<file path="config.mk">
export PLATFORM = sky130hd
export DESIGN_NAME = gpt_timer
export DESIGN_NICKNAME = d
export VERILOG_FILES = /design/src/gpt_pkg.sv /design/src/gpt_edge.sv /design/src/gpt_prescale.sv /design/src/gpt_timer.sv
export SDC_FILE = /design/constraint.sdc
export NUM_CORES = 1
export LEC_CHECK = 0
export BUFFER_PORTS_ARGS = -buffer_cell sky130_fd_sc_hd__buf_2
export CAP_MARGIN = 10
export CORE_UTILIZATION = 55
export DETAILED_ROUTE_END_ITERATION = 10
export PLACE_DENSITY = 0.8
export SKIP_LAST_GASP = 1
export SLEW_MARGIN = 20
export SYNTH_ARGS = -nofsm -noshare
export SYNTH_HDL_FRONTEND = slang
export SYNTH_SLANG_ARGS = --single-unit
</file>
<file path="constraint.sdc">
create_clock -name clk -period 2.7 [get_ports clk]
set_clock_uncertainty 0.05 [all_clocks]
set_input_delay 0.405 -clock clk [delete_from_list [all_inputs] [get_ports clk]]
set_output_delay 0.405 -clock clk [all_outputs]
set_load 0.1 [all_outputs]
</file>
<file path="src/gpt_pkg.sv">
// Package of constants and types for the gated prescaled timer
`default_nettype none
package gpt_pkg;
	// Register word offsets on the bus
	localparam logic [2:0] GPT_OFS_CTRL   = 3'h0;
	localparam logic [2:0] GPT_OFS_COUNT  = 3'h1;
	localparam logic [2:0] GPT_OFS_PERIOD = 3'h2;
	localparam logic [2:0] GPT_OFS_STATUS = 3'h3;
	localparam logic [2:0] GPT_OFS_MASK   = 3'h4;
	// Control field positions
	localparam int GPT_BIT_ON    = 15;
	localparam int GPT_BIT_IDLE  = 13;
	localparam int GPT_BIT_GATE  = 6;
	localparam int GPT_BIT_PSC   = 4;
	localparam int GPT_BIT_SYNC  = 2;
	localparam int GPT_BIT_SRC   = 1;
	// Status and mask bit positions
	localparam int GPT_ST_MATCH  = 0;
	localparam int GPT_ST_GATE   = 1;
	localparam int GPT_ST_W      = 2;
	// Reset values
	localparam logic [15:0] GPT_RST_COUNT  = 16'h0000;
	localparam logic [15:0] GPT_RST_PERIOD = 16'hffff;
	localparam logic [1:0]  GPT_RST_STATUS = 2'h0;
	localparam logic [1:0]  GPT_RST_MASK   = 2'h0;
	// Prescale terminal counts for 1:1, 1:8, 1:64, 1:256
	localparam logic [7:0]  GPT_PSC_T1   = 8'h00;
	localparam logic [7:0]  GPT_PSC_T8   = 8'h07;
	localparam logic [7:0]  GPT_PSC_T64  = 8'h3f;
	localparam logic [7:0]  GPT_PSC_T256 = 8'hff;

	// Control register fields
	typedef struct packed {
		logic       timer_on;
		logic       idle_stop;
		logic       gated_accumulate;
		logic [1:0] prescale_select;
		logic       ext_clock_sync;
		logic       clock_source_select;
	} gpt_ctrl_type;

	localparam gpt_ctrl_type GPT_RST_CTRL = '{1'b0, 1'b0, 1'b0, 2'h0,
		1'b0, 1'b0};

	// Bus handshake phases
	typedef enum logic {GPT_BUS_IDLE, GPT_BUS_DONE} gpt_bus_type;
endpackage : gpt_pkg
`default_nettype wire

</file>
<file path="src/gpt_edge.sv">
// Edge detector for a pin with optional two-stage synchroniser
`default_nettype none
module gpt_edge
	import gpt_pkg::*;
(
	input  wire logic clk,
	input  wire logic rst,
	input  wire logic pin,
	input  wire logic sync_en,
	output logic      rise,
	output logic      fall
);
	logic sync1_reg;
	logic sync2_reg;
	logic sync3_reg;
	logic direct_reg;
	logic direct_fall;
	logic sync_fall;
	logic direct_rise;
	logic sync_rise;

	// Two-flop synchroniser, third stage for edge history
	always_ff @(posedge clk or posedge rst) begin
		if (rst) begin
			sync1_reg  <= 1'b0;
			sync2_reg  <= 1'b0;
			sync3_reg  <= 1'b0;
			direct_reg <= 1'b0;
		end else begin
			sync1_reg  <= pin;
			sync2_reg  <= sync1_reg;
			sync3_reg  <= sync2_reg;
			direct_reg <= pin;
		end
	end

	// Direct path reacts two cycles sooner, synchronised path is safer
	assign direct_rise = pin & ~direct_reg;
	assign direct_fall = ~pin & direct_reg;
	assign sync_rise   = sync2_reg & ~sync3_reg;
	assign sync_fall   = ~sync2_reg & sync3_reg;
	assign rise = sync_en ? sync_rise : direct_rise;
	assign fall = sync_en ? sync_fall : direct_fall;
endmodule : gpt_edge
`default_nettype wire

</file>
<file path="src/gpt_prescale.sv">
// Prescaler that passes one of every 1, 8, 64 or 256 input ticks
`default_nettype none
module gpt_prescale
	import gpt_pkg::*;
(
	input  wire logic       clk,
	input  wire logic       rst,
	input  wire logic       clear,
	input  wire logic       tick_in,
	input  wire logic [1:0] select,
	output logic            tick_out
);
	logic [7:0] cnt_reg;
	logic [7:0] cnt_next;
	logic [7:0] terminal;

	// Terminal count from the ratio field
	assign terminal = (select == 2'h0) ? GPT_PSC_T1 :
		(select == 2'h1) ? GPT_PSC_T8 :
		(select == 2'h2) ? GPT_PSC_T64 : GPT_PSC_T256;
	assign tick_out = tick_in & (cnt_reg >= terminal);
	assign cnt_next = tick_out ? 8'h00 : cnt_reg + 8'h01;

	// Count input ticks, restart on clear
	always_ff @(posedge clk or posedge rst) begin
		if (rst) begin
			cnt_reg <= 8'h00;
		end else if (clear) begin
			cnt_reg <= 8'h00;
		end else if (tick_in) begin
			cnt_reg <= cnt_next;
		end
	end
endmodule : gpt_prescale
`default_nettype wire

</file>
<file path="src/gpt_timer.sv">
// Gated prescaled 16-bit timer with Avalon-MM register slave
// Overview of operation
// - Modes: internal timer, synchronised external counter, direct counter
// - Interrupt on count equal to period, and on gate falling edge
// - Timer may keep running during idle and sleep per configuration
// - Counting only while control bit 15 is one
// - Bit 6 gates internal counting by gate input high; ignored externally
// - Bits 5-4 prescale input by 1, 8, 64 or 256
// - Bit 2 selects synchronised external clock; ignored for internal clock
`default_nettype none
module gpt_timer
	import gpt_pkg::*;
#(
	parameter int WIDTH = 16
)
(
	input  wire logic        clk,
	input  wire logic        rst,
	input  wire logic [2:0]  address,
	input  wire logic        read,
	input  wire logic        write,
	input  wire logic [31:0] writedata,
	input  wire logic [3:0]  byteenable,
	output logic [31:0]      readdata,
	output logic             waitrequest,
	input  wire logic        ext_clock_pin,
	input  wire logic        cpu_idle,
	input  wire logic        cpu_sleep,
	output logic             irq
);
	gpt_ctrl_type     ctrl_reg;
	logic [WIDTH-1:0] count_reg;
	logic [WIDTH-1:0] count_next;
	logic [WIDTH-1:0] period_reg;
	logic [1:0]       status_reg;
	logic [1:0]       status_next;
	logic [1:0]       clr_mask;
	logic [1:0]       mask_reg;
	gpt_bus_type      bus_reg;
	logic [31:0]      readdata_reg;
	logic [31:0]      rd_mux;
	logic [15:0]      ctrl_word;
	logic             req;
	logic             done;
	logic             wr_fire;
	logic             rd_fire;
	logic             wr_ctrl;
	logic             wr_count;
	logic             wr_period;
	logic             wr_mask;
	logic             rd_status;
	logic [15:0]      wdat;
	logic             ext_mode;
	logic             async_mode;
	logic             pin_rise;
	logic             pin_fall;
	logic             gate_high;
	logic             raw_tick;
	logic             halted;
	logic             run;
	logic             psc_clear;
	logic             tick;
	logic             at_period;
	logic             match_evt;
	logic             gate_evt;

	// Bus handshake: one wait cycle, answer on the second edge
	assign req         = read | write;
	assign done        = (bus_reg == GPT_BUS_DONE);
	assign waitrequest = req & ~done;
	assign wr_fire     = write & done;
	assign rd_fire     = read & done;
	assign readdata    = readdata_reg;

	// Register write decode, low half-word lanes only
	assign wdat = {byteenable[1] ? writedata[15:8] : 8'h00,
		byteenable[0] ? writedata[7:0] : 8'h00};
	assign wr_ctrl   = wr_fire & (address == GPT_OFS_CTRL);
	assign wr_count  = wr_fire & (address == GPT_OFS_COUNT);
	assign wr_period = wr_fire & (address == GPT_OFS_PERIOD);
	assign wr_mask   = wr_fire & (address == GPT_OFS_MASK);
	assign rd_status = rd_fire & (address == GPT_OFS_STATUS);

	// Control register image, unimplemented bits read zero
	assign ctrl_word = {ctrl_reg.timer_on, 1'b0, ctrl_reg.idle_stop,
		6'h00, ctrl_reg.gated_accumulate, ctrl_reg.prescale_select,
		1'b0, ctrl_reg.ext_clock_sync, ctrl_reg.clock_source_select,
		1'b0};

	// Read mux, unmapped offsets read zero
	assign rd_mux =
		(address == GPT_OFS_CTRL)   ? {16'h0000, ctrl_word} :
		(address == GPT_OFS_COUNT)  ? {16'h0000, count_reg} :
		(address == GPT_OFS_PERIOD) ? {16'h0000, period_reg} :
		(address == GPT_OFS_STATUS) ? {30'h0, status_reg} :
		(address == GPT_OFS_MASK)   ? {30'h0, mask_reg} : 32'h0;

	// Handshake phase and read data capture
	always_ff @(posedge clk or posedge rst) begin
		if (rst) begin
			bus_reg      <= GPT_BUS_IDLE;
			readdata_reg <= 32'h0;
		end else begin
			bus_reg      <= (req & ~done) ? GPT_BUS_DONE : GPT_BUS_IDLE;
			if (read & ~done) begin
				readdata_reg <= rd_mux;
			end
		end
	end

	// Control, period and mask registers
	always_ff @(posedge clk or posedge rst) begin
		if (rst) begin
			ctrl_reg   <= GPT_RST_CTRL;
			period_reg <= GPT_RST_PERIOD;
			mask_reg   <= GPT_RST_MASK;
		end else begin
			if (wr_ctrl) begin
				ctrl_reg.timer_on            <= wdat[GPT_BIT_ON];
				ctrl_reg.idle_stop           <= wdat[GPT_BIT_IDLE];
				ctrl_reg.gated_accumulate    <= wdat[GPT_BIT_GATE];
				ctrl_reg.prescale_select     <= wdat[GPT_BIT_PSC +: 2];
				ctrl_reg.ext_clock_sync      <= wdat[GPT_BIT_SYNC];
				ctrl_reg.clock_source_select <= wdat[GPT_BIT_SRC];
			end
			if (wr_period) begin
				period_reg <= wdat;
			end
			if (wr_mask) begin
				mask_reg <= wdat[1:0];
			end
		end
	end

	// Pin edge detection, synchroniser used for internal and external sync modes, bypassed only in direct mode
	gpt_edge u_edge (
		.clk     (clk),
		.rst     (rst),
		.pin     (ext_clock_pin),
		.sync_en (ctrl_reg.ext_clock_sync | ~ctrl_reg.clock_source_select),
		.rise    (pin_rise),
		.fall    (pin_fall)
	);

	// Source selection and gating
	assign ext_mode   = ctrl_reg.clock_source_select;
	assign async_mode = ext_mode & ~ctrl_reg.ext_clock_sync;
	assign gate_high  = ext_clock_pin;
	assign raw_tick   = ext_mode ? pin_rise :
		(~ctrl_reg.gated_accumulate | gate_high);

	// Power state halts: idle per bit 13, sleep unless direct counting
	assign halted = (cpu_idle & ctrl_reg.idle_stop) |
		(cpu_sleep & ~async_mode);
	assign run = ctrl_reg.timer_on & ~halted;
	assign psc_clear = ~ctrl_reg.timer_on | wr_ctrl;

	gpt_prescale u_prescale (
		.clk      (clk),
		.rst      (rst),
		.clear    (psc_clear),
		.tick_in  (raw_tick & run),
		.select   (ctrl_reg.prescale_select),
		.tick_out (tick)
	);

	// Period compare and wrap to zero
	assign at_period  = (count_reg == period_reg);
	assign match_evt  = tick & at_period;
	assign count_next = at_period ? '0 : count_reg + 1'b1;

	// Gate falling edge in gated internal mode
	assign gate_evt = ctrl_reg.timer_on & ~ext_mode &
		ctrl_reg.gated_accumulate & pin_fall;

	// Count register, bus write has priority
	always_ff @(posedge clk or posedge rst) begin
		if (rst) begin
			count_reg <= GPT_RST_COUNT;
		end else if (wr_count) begin
			count_reg <= wdat;
		end else if (tick) begin
			count_reg <= count_next;
		end
	end

	// Sticky status; a read clears only the bits that it returned, so
	// an event landing during the access is kept; new event wins
	assign clr_mask    = rd_status ? readdata_reg[1:0] : 2'h0;
	assign status_next = (status_reg & ~clr_mask) |
		{gate_evt, match_evt};

	always_ff @(posedge clk or posedge rst) begin
		if (rst) begin
			status_reg <= GPT_RST_STATUS;
		end else begin
			status_reg <= status_next;
		end
	end

	// Level interrupt from unmasked status
	assign irq = |(status_reg & mask_reg);

	chk_off_stable: assert property (@(posedge clk) disable iff (rst)
		(!ctrl_reg.timer_on && !wr_count) |=> $stable(count_reg))
		else $error("count moved while timer off");

	chk_match_wrap: assert property (@(posedge clk) disable iff (rst)
		(match_evt && !wr_count) |=> (count_reg == '0))
		else $error("count did not wrap on period match");

	chk_match_flag: assert property (@(posedge clk) disable iff (rst)
		match_evt |=> status_reg[GPT_ST_MATCH])
		else $error("period match flag not set");

	chk_gate_flag: assert property (@(posedge clk) disable iff (rst)
		gate_evt |=> (status_reg[GPT_ST_GATE] && (irq || !mask_reg[1])))
		else $error("gate fall flag not set");

	chk_div_one: assert property (@(posedge clk) disable iff (rst)
		(run && !ext_mode && !ctrl_reg.gated_accumulate && !wr_count &&
		ctrl_reg.prescale_select == 2'h0 && !at_period && !wr_ctrl)
		|=> (count_reg == $past(count_reg) + 1'b1))
		else $error("internal 1:1 count not incrementing");

	chk_div_eight: assert property (@(posedge clk) disable iff (rst)
		(tick && ctrl_reg.prescale_select == 2'h1 && !ext_mode &&
		!ctrl_reg.gated_accumulate) |=> !tick [*7])
		else $error("1:8 prescale ticked early");

	chk_gate_hold: assert property (@(posedge clk) disable iff (rst)
		(!ext_mode && ctrl_reg.gated_accumulate && !gate_high) |-> !tick)
		else $error("gated timer counted with gate low");

	chk_idle_halt: assert property (@(posedge clk) disable iff (rst)
		(cpu_idle && ctrl_reg.idle_stop) |-> !tick)
		else $error("timer ran in idle with stop set");

	chk_sleep_halt: assert property (@(posedge clk) disable iff (rst)
		(cpu_sleep && !async_mode) |-> !tick)
		else $error("timer ran in sleep without direct clock");

	chk_ext_edge: assert property (@(posedge clk) disable iff (rst)
		(run && async_mode && ctrl_reg.prescale_select == 2'h0 &&
		ext_clock_pin && !$past(ext_clock_pin)) |-> tick)
		else $error("external rising edge not counted");

	chk_bus_wait: assert property (@(posedge clk) disable iff (rst)
		(req && !done) |-> waitrequest ##1 (!req || !waitrequest))
		else $error("bus answer not after one wait cycle");

	chk_status_clear: assert property (@(posedge clk) disable iff (rst)
		(rd_status && !match_evt && !gate_evt) |=>
		((status_reg & readdata_reg[1:0]) == 2'h0))
		else $error("status not cleared by read");

	// Bus handshake: no stall when idle, answer lasts one cycle
	chk_wait_idle: assert property (@(posedge clk) disable iff (rst)
		!req |-> !waitrequest)
		else $error("waitrequest high with no request");

	chk_done_once: assert property (@(posedge clk) disable iff (rst)
		done |=> !done)
		else $error("bus answer lasted more than one cycle");

	chk_read_hold: assert property (@(posedge clk) disable iff (rst)
		done |=> $stable(readdata_reg))
		else $error("read data changed after the answer");

	// Control and data register writes
	chk_ctrl_on: assert property (@(posedge clk) disable iff (rst)
		(wr_ctrl && wdat[GPT_BIT_ON]) |=> ctrl_reg.timer_on)
		else $error("on bit write not taken");

	chk_ctrl_off: assert property (@(posedge clk) disable iff (rst)
		(wr_ctrl && !wdat[GPT_BIT_ON]) |=> !ctrl_reg.timer_on)
		else $error("off bit write not taken");

	chk_count_load: assert property (@(posedge clk) disable iff (rst)
		wr_count |=> (count_reg == $past(wdat)))
		else $error("count write not taken");

	chk_period_load: assert property (@(posedge clk) disable iff (rst)
		wr_period |=> (period_reg == $past(wdat)))
		else $error("period write not taken");

	// Counting follows the prescaled tick only
	chk_off_no_tick: assert property (@(posedge clk) disable iff (rst)
		!ctrl_reg.timer_on |-> !tick)
		else $error("tick while timer off");

	chk_tick_step: assert property (@(posedge clk) disable iff (rst)
		(tick && !at_period && !wr_count) |=>
		(count_reg == $past(count_reg) + 1'b1))
		else $error("count did not step on tick");

	chk_no_tick_hold: assert property (@(posedge clk) disable iff (rst)
		(!tick && !wr_count) |=> $stable(count_reg))
		else $error("count moved without tick");

	// Tick source per mode at the 1:1 ratio
	chk_int_sync_ign: assert property (@(posedge clk) disable iff (rst)
		(run && !ext_mode && !ctrl_reg.gated_accumulate &&
		ctrl_reg.prescale_select == 2'h0) |-> tick)
		else $error("internal clock not counted every cycle");

	chk_gate_open: assert property (@(posedge clk) disable iff (rst)
		(run && !ext_mode && ctrl_reg.gated_accumulate && gate_high &&
		ctrl_reg.prescale_select == 2'h0) |-> tick)
		else $error("gated timer idle with gate high");

	chk_ext_no_edge: assert property (@(posedge clk) disable iff (rst)
		(ext_mode && !pin_rise) |-> !tick)
		else $error("external mode counted without pin edge");

	chk_idle_run: assert property (@(posedge clk) disable iff (rst)
		(cpu_idle && !ctrl_reg.idle_stop && !cpu_sleep &&
		ctrl_reg.timer_on && !ext_mode && !ctrl_reg.gated_accumulate &&
		ctrl_reg.prescale_select == 2'h0) |-> tick)
		else $error("timer stopped in idle without stop bit");

	chk_sleep_async: assert property (@(posedge clk) disable iff (rst)
		(cpu_sleep && !cpu_idle && ctrl_reg.timer_on && async_mode &&
		ctrl_reg.prescale_select == 2'h0 && pin_rise) |-> tick)
		else $error("direct count stopped in sleep");

	// Sticky status and interrupt
	chk_status_keep: assert property (@(posedge clk) disable iff (rst)
		!rd_status |=>
		((status_reg & $past(status_reg)) == $past(status_reg)))
		else $error("status bit lost without read");

	chk_status_new: assert property (@(posedge clk) disable iff (rst)
		(!match_evt && !gate_evt) |=>
		((status_reg | $past(status_reg)) == $past(status_reg)))
		else $error("status bit set without event");

	chk_match_irq: assert property (@(posedge clk) disable iff (rst)
		(match_evt && mask_reg[GPT_ST_MATCH] && !wr_mask) |=> irq)
		else $error("unmasked match raised no interrupt");
endmodule : gpt_timer
`default_nettype wire

</file>
=== Yosys cells after proc, flatten, opt, wreduce, memory -nomap -nowiden ===
Cells that the tools add are included.

* $add $sub $neg: 2
* Order comparisons: 1
* Eq/ne operators: 7
* Muxes and demuxes: 21
* Bitwise gates (word level): 43
* Reduce and logical (&&, ||, !) cells: 5

{| class="wikitable"
|+ Operators with widths
! kind !! number
|-
| $mux 16 || 6
|-
| $mux 8 || 8
|-
| $and 1x1->1 || 23
|-
| $add 16x1->16 const B || 1
|-
| $eq 16x16->1 || 1
|-
| $not 1->1 || 11
|-
| $add 8x1->8 const B || 1
|-
| $ge 8x8->1 || 1
|-
| $eq 3x2->1 const B || 2
|-
| $mux 2 || 3
|-
| $or 1x1->1 || 5
|-
| $and 2x2->2 || 2
|-
| $mux 1 || 4
|-
| $reduce_bool 2->1 || 2
|-
| $eq 3x1->1 const B || 1
|-
| $eq 3x3->1 const B || 1
|-
| $logic_not 3->1 || 1
|-
| $eq 2x1->1 const B || 1
|-
| $eq 2x2->1 const B || 1
|-
| $logic_not 2->1 || 1
|-
| $not 2->2 || 1
|-
| $or 2x2->2 || 1
|-
| $reduce_or 2->1 || 1
|}

* Register bits after elaboration: 87
* Input bits: 46
* Output and inout port bits: 34
* Word-level logic and storage cells: 95

=== Logic depth before layout (Yosys ltp) ===
* Depth after elaboration: 12
* Mapped depth: 9
* Depth with buffers taken out: 8

=== Modules after synthesis ===
Synthesis repeated with hierarchy kept, for this count alone.

* Cell total of the unflattened synthesis: 465
* Area total of the unflattened synthesis: 4195.3 um2

{| class="wikitable"
|+ By module, submodules not included
! module !! times used !! cells an instance !! area an instance (um2) !! sequential area each (um2)
|-
| gpt_timer || 1 || 381 || 3415.8 || 1521.5
|-
| gpt_prescale || 1 || 74 || 658.1 || 200.2
|-
| gpt_edge || 1 || 10 || 121.4 || 75.1
|}

=== Least setup slack after synthesis ===
OpenSTA, ideal clock, no wires.

* Path kind: reg-to-reg
* Start point: reg ctrl_reg[3] (netlist bit)
* End point: reg u_prescale.cnt_reg[6]
* Arrival: 2144 ps
* Slack: 424 ps
* Cell stages (with the launch flop): 10
* Path buffers: 1
* Period minus slack after synthesis: 2276 ps
* Cells stage by stage: dfrtp_1 nand2_1 ha_1 a41oi_2 o21ai_0 a21oi_4 nand2_4 buf_6 or4_1 a31oi_1

* Cells in the longest elaborated chain, start to end: 9
* Elaborated cells between the ends (all ways): 11
* Those cells by class: 1 x order compare; 2 x eq/ne; 6 x mux; 1 x bitwise; 1 x reduce/logical

{| class="wikitable"
|+ Ends and longest elaborated chain
! element !! RTL line !! RTL
|-
| start, declared || gpt_timer.sv:31 || <nowiki>gpt_ctrl_type ctrl_reg;</nowiki>
|-
| $eq 2x2->1 || gpt_prescale.sv:20 || <nowiki>(select == 2'h2) ? GPT_PSC_T64 : GPT_PSC_T256;</nowiki>
|-
| $mux 8 || gpt_prescale.sv:20 ||
|-
| $mux 8 || gpt_prescale.sv:19 || <nowiki>(select == 2'h1) ? GPT_PSC_T8 :</nowiki>
|-
| $mux 8 * || gpt_prescale.sv:18 || <nowiki>assign terminal = (select == 2'h0) ? GPT_PSC_T1 :</nowiki>
|-
| $ge 8x8->1 * || gpt_prescale.sv:21 || <nowiki>assign tick_out = tick_in & (cnt_reg >= terminal);</nowiki>
|-
| $and 1x1->1 * || gpt_prescale.sv:21 ||
|-
| $mux 8 * || gpt_prescale.sv:22 || <nowiki>assign cnt_next = tick_out ? 8'h00 : cnt_reg + 8'h01;</nowiki>
|-
| $mux 8 * || gpt_prescale.sv:30 || <nowiki>end else if (tick_in) begin</nowiki>
|-
| $mux 8 * || gpt_prescale.sv:28 || <nowiki>end else if (clear) begin</nowiki>
|-
| end signal, assigned || gpt_prescale.sv:31 || <nowiki>cnt_reg <= cnt_next;</nowiki>
|-
| end, declared || gpt_prescale.sv:13 || <nowiki>logic [7:0] cnt_reg;</nowiki>
|}

Mark *: on every way between the ends. The rest lies on a longest branch, timed or not. The select of a mux whose other input is x is not followed.
A chain may end at the register's enable or synchronous reset.

=== Final worst setup path ===
* Start point: reg ctrl_reg[3] (netlist bit)
* End point: reg u_prescale.cnt_reg[4]

The elaborated chain is that of the path after synthesis.

==> metrics <==
Largest stage delay, worst path=0.53 ns; WL/cell=16.2 µm; drt first pass iters=5; DRC viols=0; Netlist cell types=57; Routed WL=9920 µm; DRT antenna net count=0; flops & latches, synth=71; Slew headroom=53.4%; XOR/XNOR Fraction of Synth Area=3.43%; Cell Rows=31; Pwr Total=3.60 mW; Core ar.=7210 µm²; clk buf depth=2; via count=3594; Starting Density=56.7%; Inserted Diodes=0; Synth Area in Adders=2.45%; R2R Path Start=ctrl_reg[3]$_DFFE_PP0P_; area grow syn2layout=11.7%; die height=88.2 µm; 1st-iter DRT viols=361; Clock Latency Late Sink=0.36 ns; EDFF count, synth=0; clk root buf=clkbuf_8; first-pass GRT wire length=16300 µm; syn avg cell area=8.79 µm²; Final min period=2.52 ns; die width=88.2 µm; max cap viols=0; worst slew pin tran=0.699 ns; commonest non-fill, non-tap cells in the layout=84 x nand2_1, 57 x o21ai_0, 53 x dfrtp_1, 45 x buf_2, 33 x nor2_1; P_leak=1.92 nW; Synth area leaders=dfrtp_1 34%, dfstp_2 10%, nand2_1 7.7%, o21ai_0 7.0%, xnor2_1 3.4%; sequential cell area=1800 µm²; CTS sink cnt=71; cts-stage hold buffer count=0; critical path launch point type=flop; Seq/Total Area, Yosys=43.9%; Critical Path Fanout Max=14; yosys warns=0; # setup viols final=0; layout cell share with drive strength beyond 1=20.8%; grt ovf=0; critical path class=reg -> reg; multi-input logic area=2080 µm²; cell accounting for the most synthesized area=dfrtp_1; RD Place Congestion=0.918; Worst path slowest cell=or4_1; Req. time, crit path=2.93 ns; Hold Fails Final Rpt=0; vias in the first global route=3385; commonest register cell after synthesis=dfrtp_1; io pins=80; commonest non-fill, non-tap cell in the layout=nand2_1; Arr. time, crit path=2.75 ns; Compound-Gate Fraction of Synth Area=20.4%; top cell type's share of synthesized area=33.7%; Vias/cell=5.85; mux cell area share after synthesis=2.29%; start point of the critical path=ctrl_reg[3]$_DFFE_PP0P_; gr usage total=27.9%; Worst-path clk slew=0.08 ns; largest net degree at the start of global routing=39; hpwl dp=7090 µm; Final Slew Violations=0; # fillers=610; CTS tree=built; final period utilization=93.5%; synthesized cell area=4090 µm²; crit path cell chain=nand2_1, ha_1, a41oi_2, o21ai_0, a21oi_4, nand2_4, or4_1, a31oi_1; fmax=396 MHz; largest family of logic cells by synthesized area=simple AND/OR/NAND/NOR gates; FFs w/ async S/R, synth=100%; pwr dens=789 nW/µm²; Post-Synth Simple-Gate Area=20.8%; Tightest Hold Check Type=in -> async; RSZ-0062 raised after global routing=no; # H-tree levels=3; setup tns final=0 ns; full die area=7780 µm²; Max VDD drop=0.331 mV; Syn Inst Count=465; initial antenna violation count=0; PortBufs=45; critical path capture point type=flop; Final nets=564; status=finished clean; CTS buffer count=9
Yosys cell counts, drive strengths merged (4+ instances only):
cell type and n:
or2 4, inv 10, o21ai 59, dfstp 16
nand4 5, a31oi 17, a21oi 22, mux2i 6
a22oi 18, nand3 18, nor4 4, buf 23
or4 5, dfrtp 55, clkbuf 15, nor2 34
nor3 4, nand2 85, nor2b 7, xnor2 16
ha 8
per-stage QoR:
stage	util [%]	cell area, µm²	cells	hold WS (ns)	worst slack, ns
final	63.3	4570	614	0.0960	0.177
after global placement	60.4	4360	597	0.300	0.206
after detailed placement	60.4	4360	597	0.306	0.138
after CTS	63.1	4560	613	0.124	0.0990
after floorplan	-	4150	480	0.296	0.424
after global routing	63.3	4570	614	0.147	0.0245
per-layer routing:
metal | wire [µm] | share of wire, % | vias up | global-route usage [%]
li1 | - | - | 1716 | -
met1 | 4210 | 42 | 1698 | 36.9
met2 | 4750 | 48 | 152 | 43.9
met3 | 682 | 6.9 | 28 | 5.69
met4 | 288 | 2.9 | 0 | 13.5
met5 | 0 | 0 | - | 0
worst paths after layout:
check | slack [ns] | end | cells past startpoint
setup reg to reg | 0.18 | u_prescale.cnt_reg[4]$_DFFE_PP0P_ | 8
min in group clk | 0.17 | u_edge.sync1_reg$_DFF_PP0_ | 1
hold reg to reg | 0.32 | u_edge.sync2_reg$_DFF_PP0_ | 0
setup / recovery | 0.18 | u_prescale.cnt_reg[4]$_DFFE_PP0P_ | 8
max in group asynchronous | 1.79 | period_reg[12]$_DFFE_PP1P_ | 3
hold / removal | 0.1 | readdata[1]$_DFFE_PP0P_ | 2
where the power goes:
part / switching, mW / internal (mW)
logic: 0.833 / 0.360
clock network: 0.437 / 0.428
registers: 0.259 / 1.29
total: 1.53 / 2.07
worst max-delay path, delay by kind of cell (launching register included):
family / cells / cell delay (ns)
AOI/OAI and AO/OA: 4 / 0.81
adders and majority gates: 1 / 0.34
and+or+nand+nor: 3 / 0.79
DFF: 1 / 0.43
cell families after synthesis:
kind of cell | after synthesis
other | 1
multiplexers | 8
flip-flops | 71
buffers and inverters | 48
adder cells (fa/ha/maj) | 8
XOR/XNOR | 16
AO/OA/AOI/OAI | 133
AND/OR/NAND/NOR | 180
final cells by class:
cell class | count | area share (%)
well taps | 99 | 2.71
clock inverters | 7 | 1.59
flip-flops and latches | 71 | 39.4
inverters | 10 | 0.822
multi-input cells | 361 | 45.6
repair buffers | 57 | 7.18
clock buffers | 9 | 2.71
repair_timing:
| action | 4_1_cts | 5_1_grt |
|---|---|---|
| setup buffers | 0 | 1 |
| endpoints found under the setup margin | 0 | 9 |
| resized for setup | 0 | 2 |
| hold endpoints to repair | 0 | 0 |
Power figures use the tool's default switching activity.
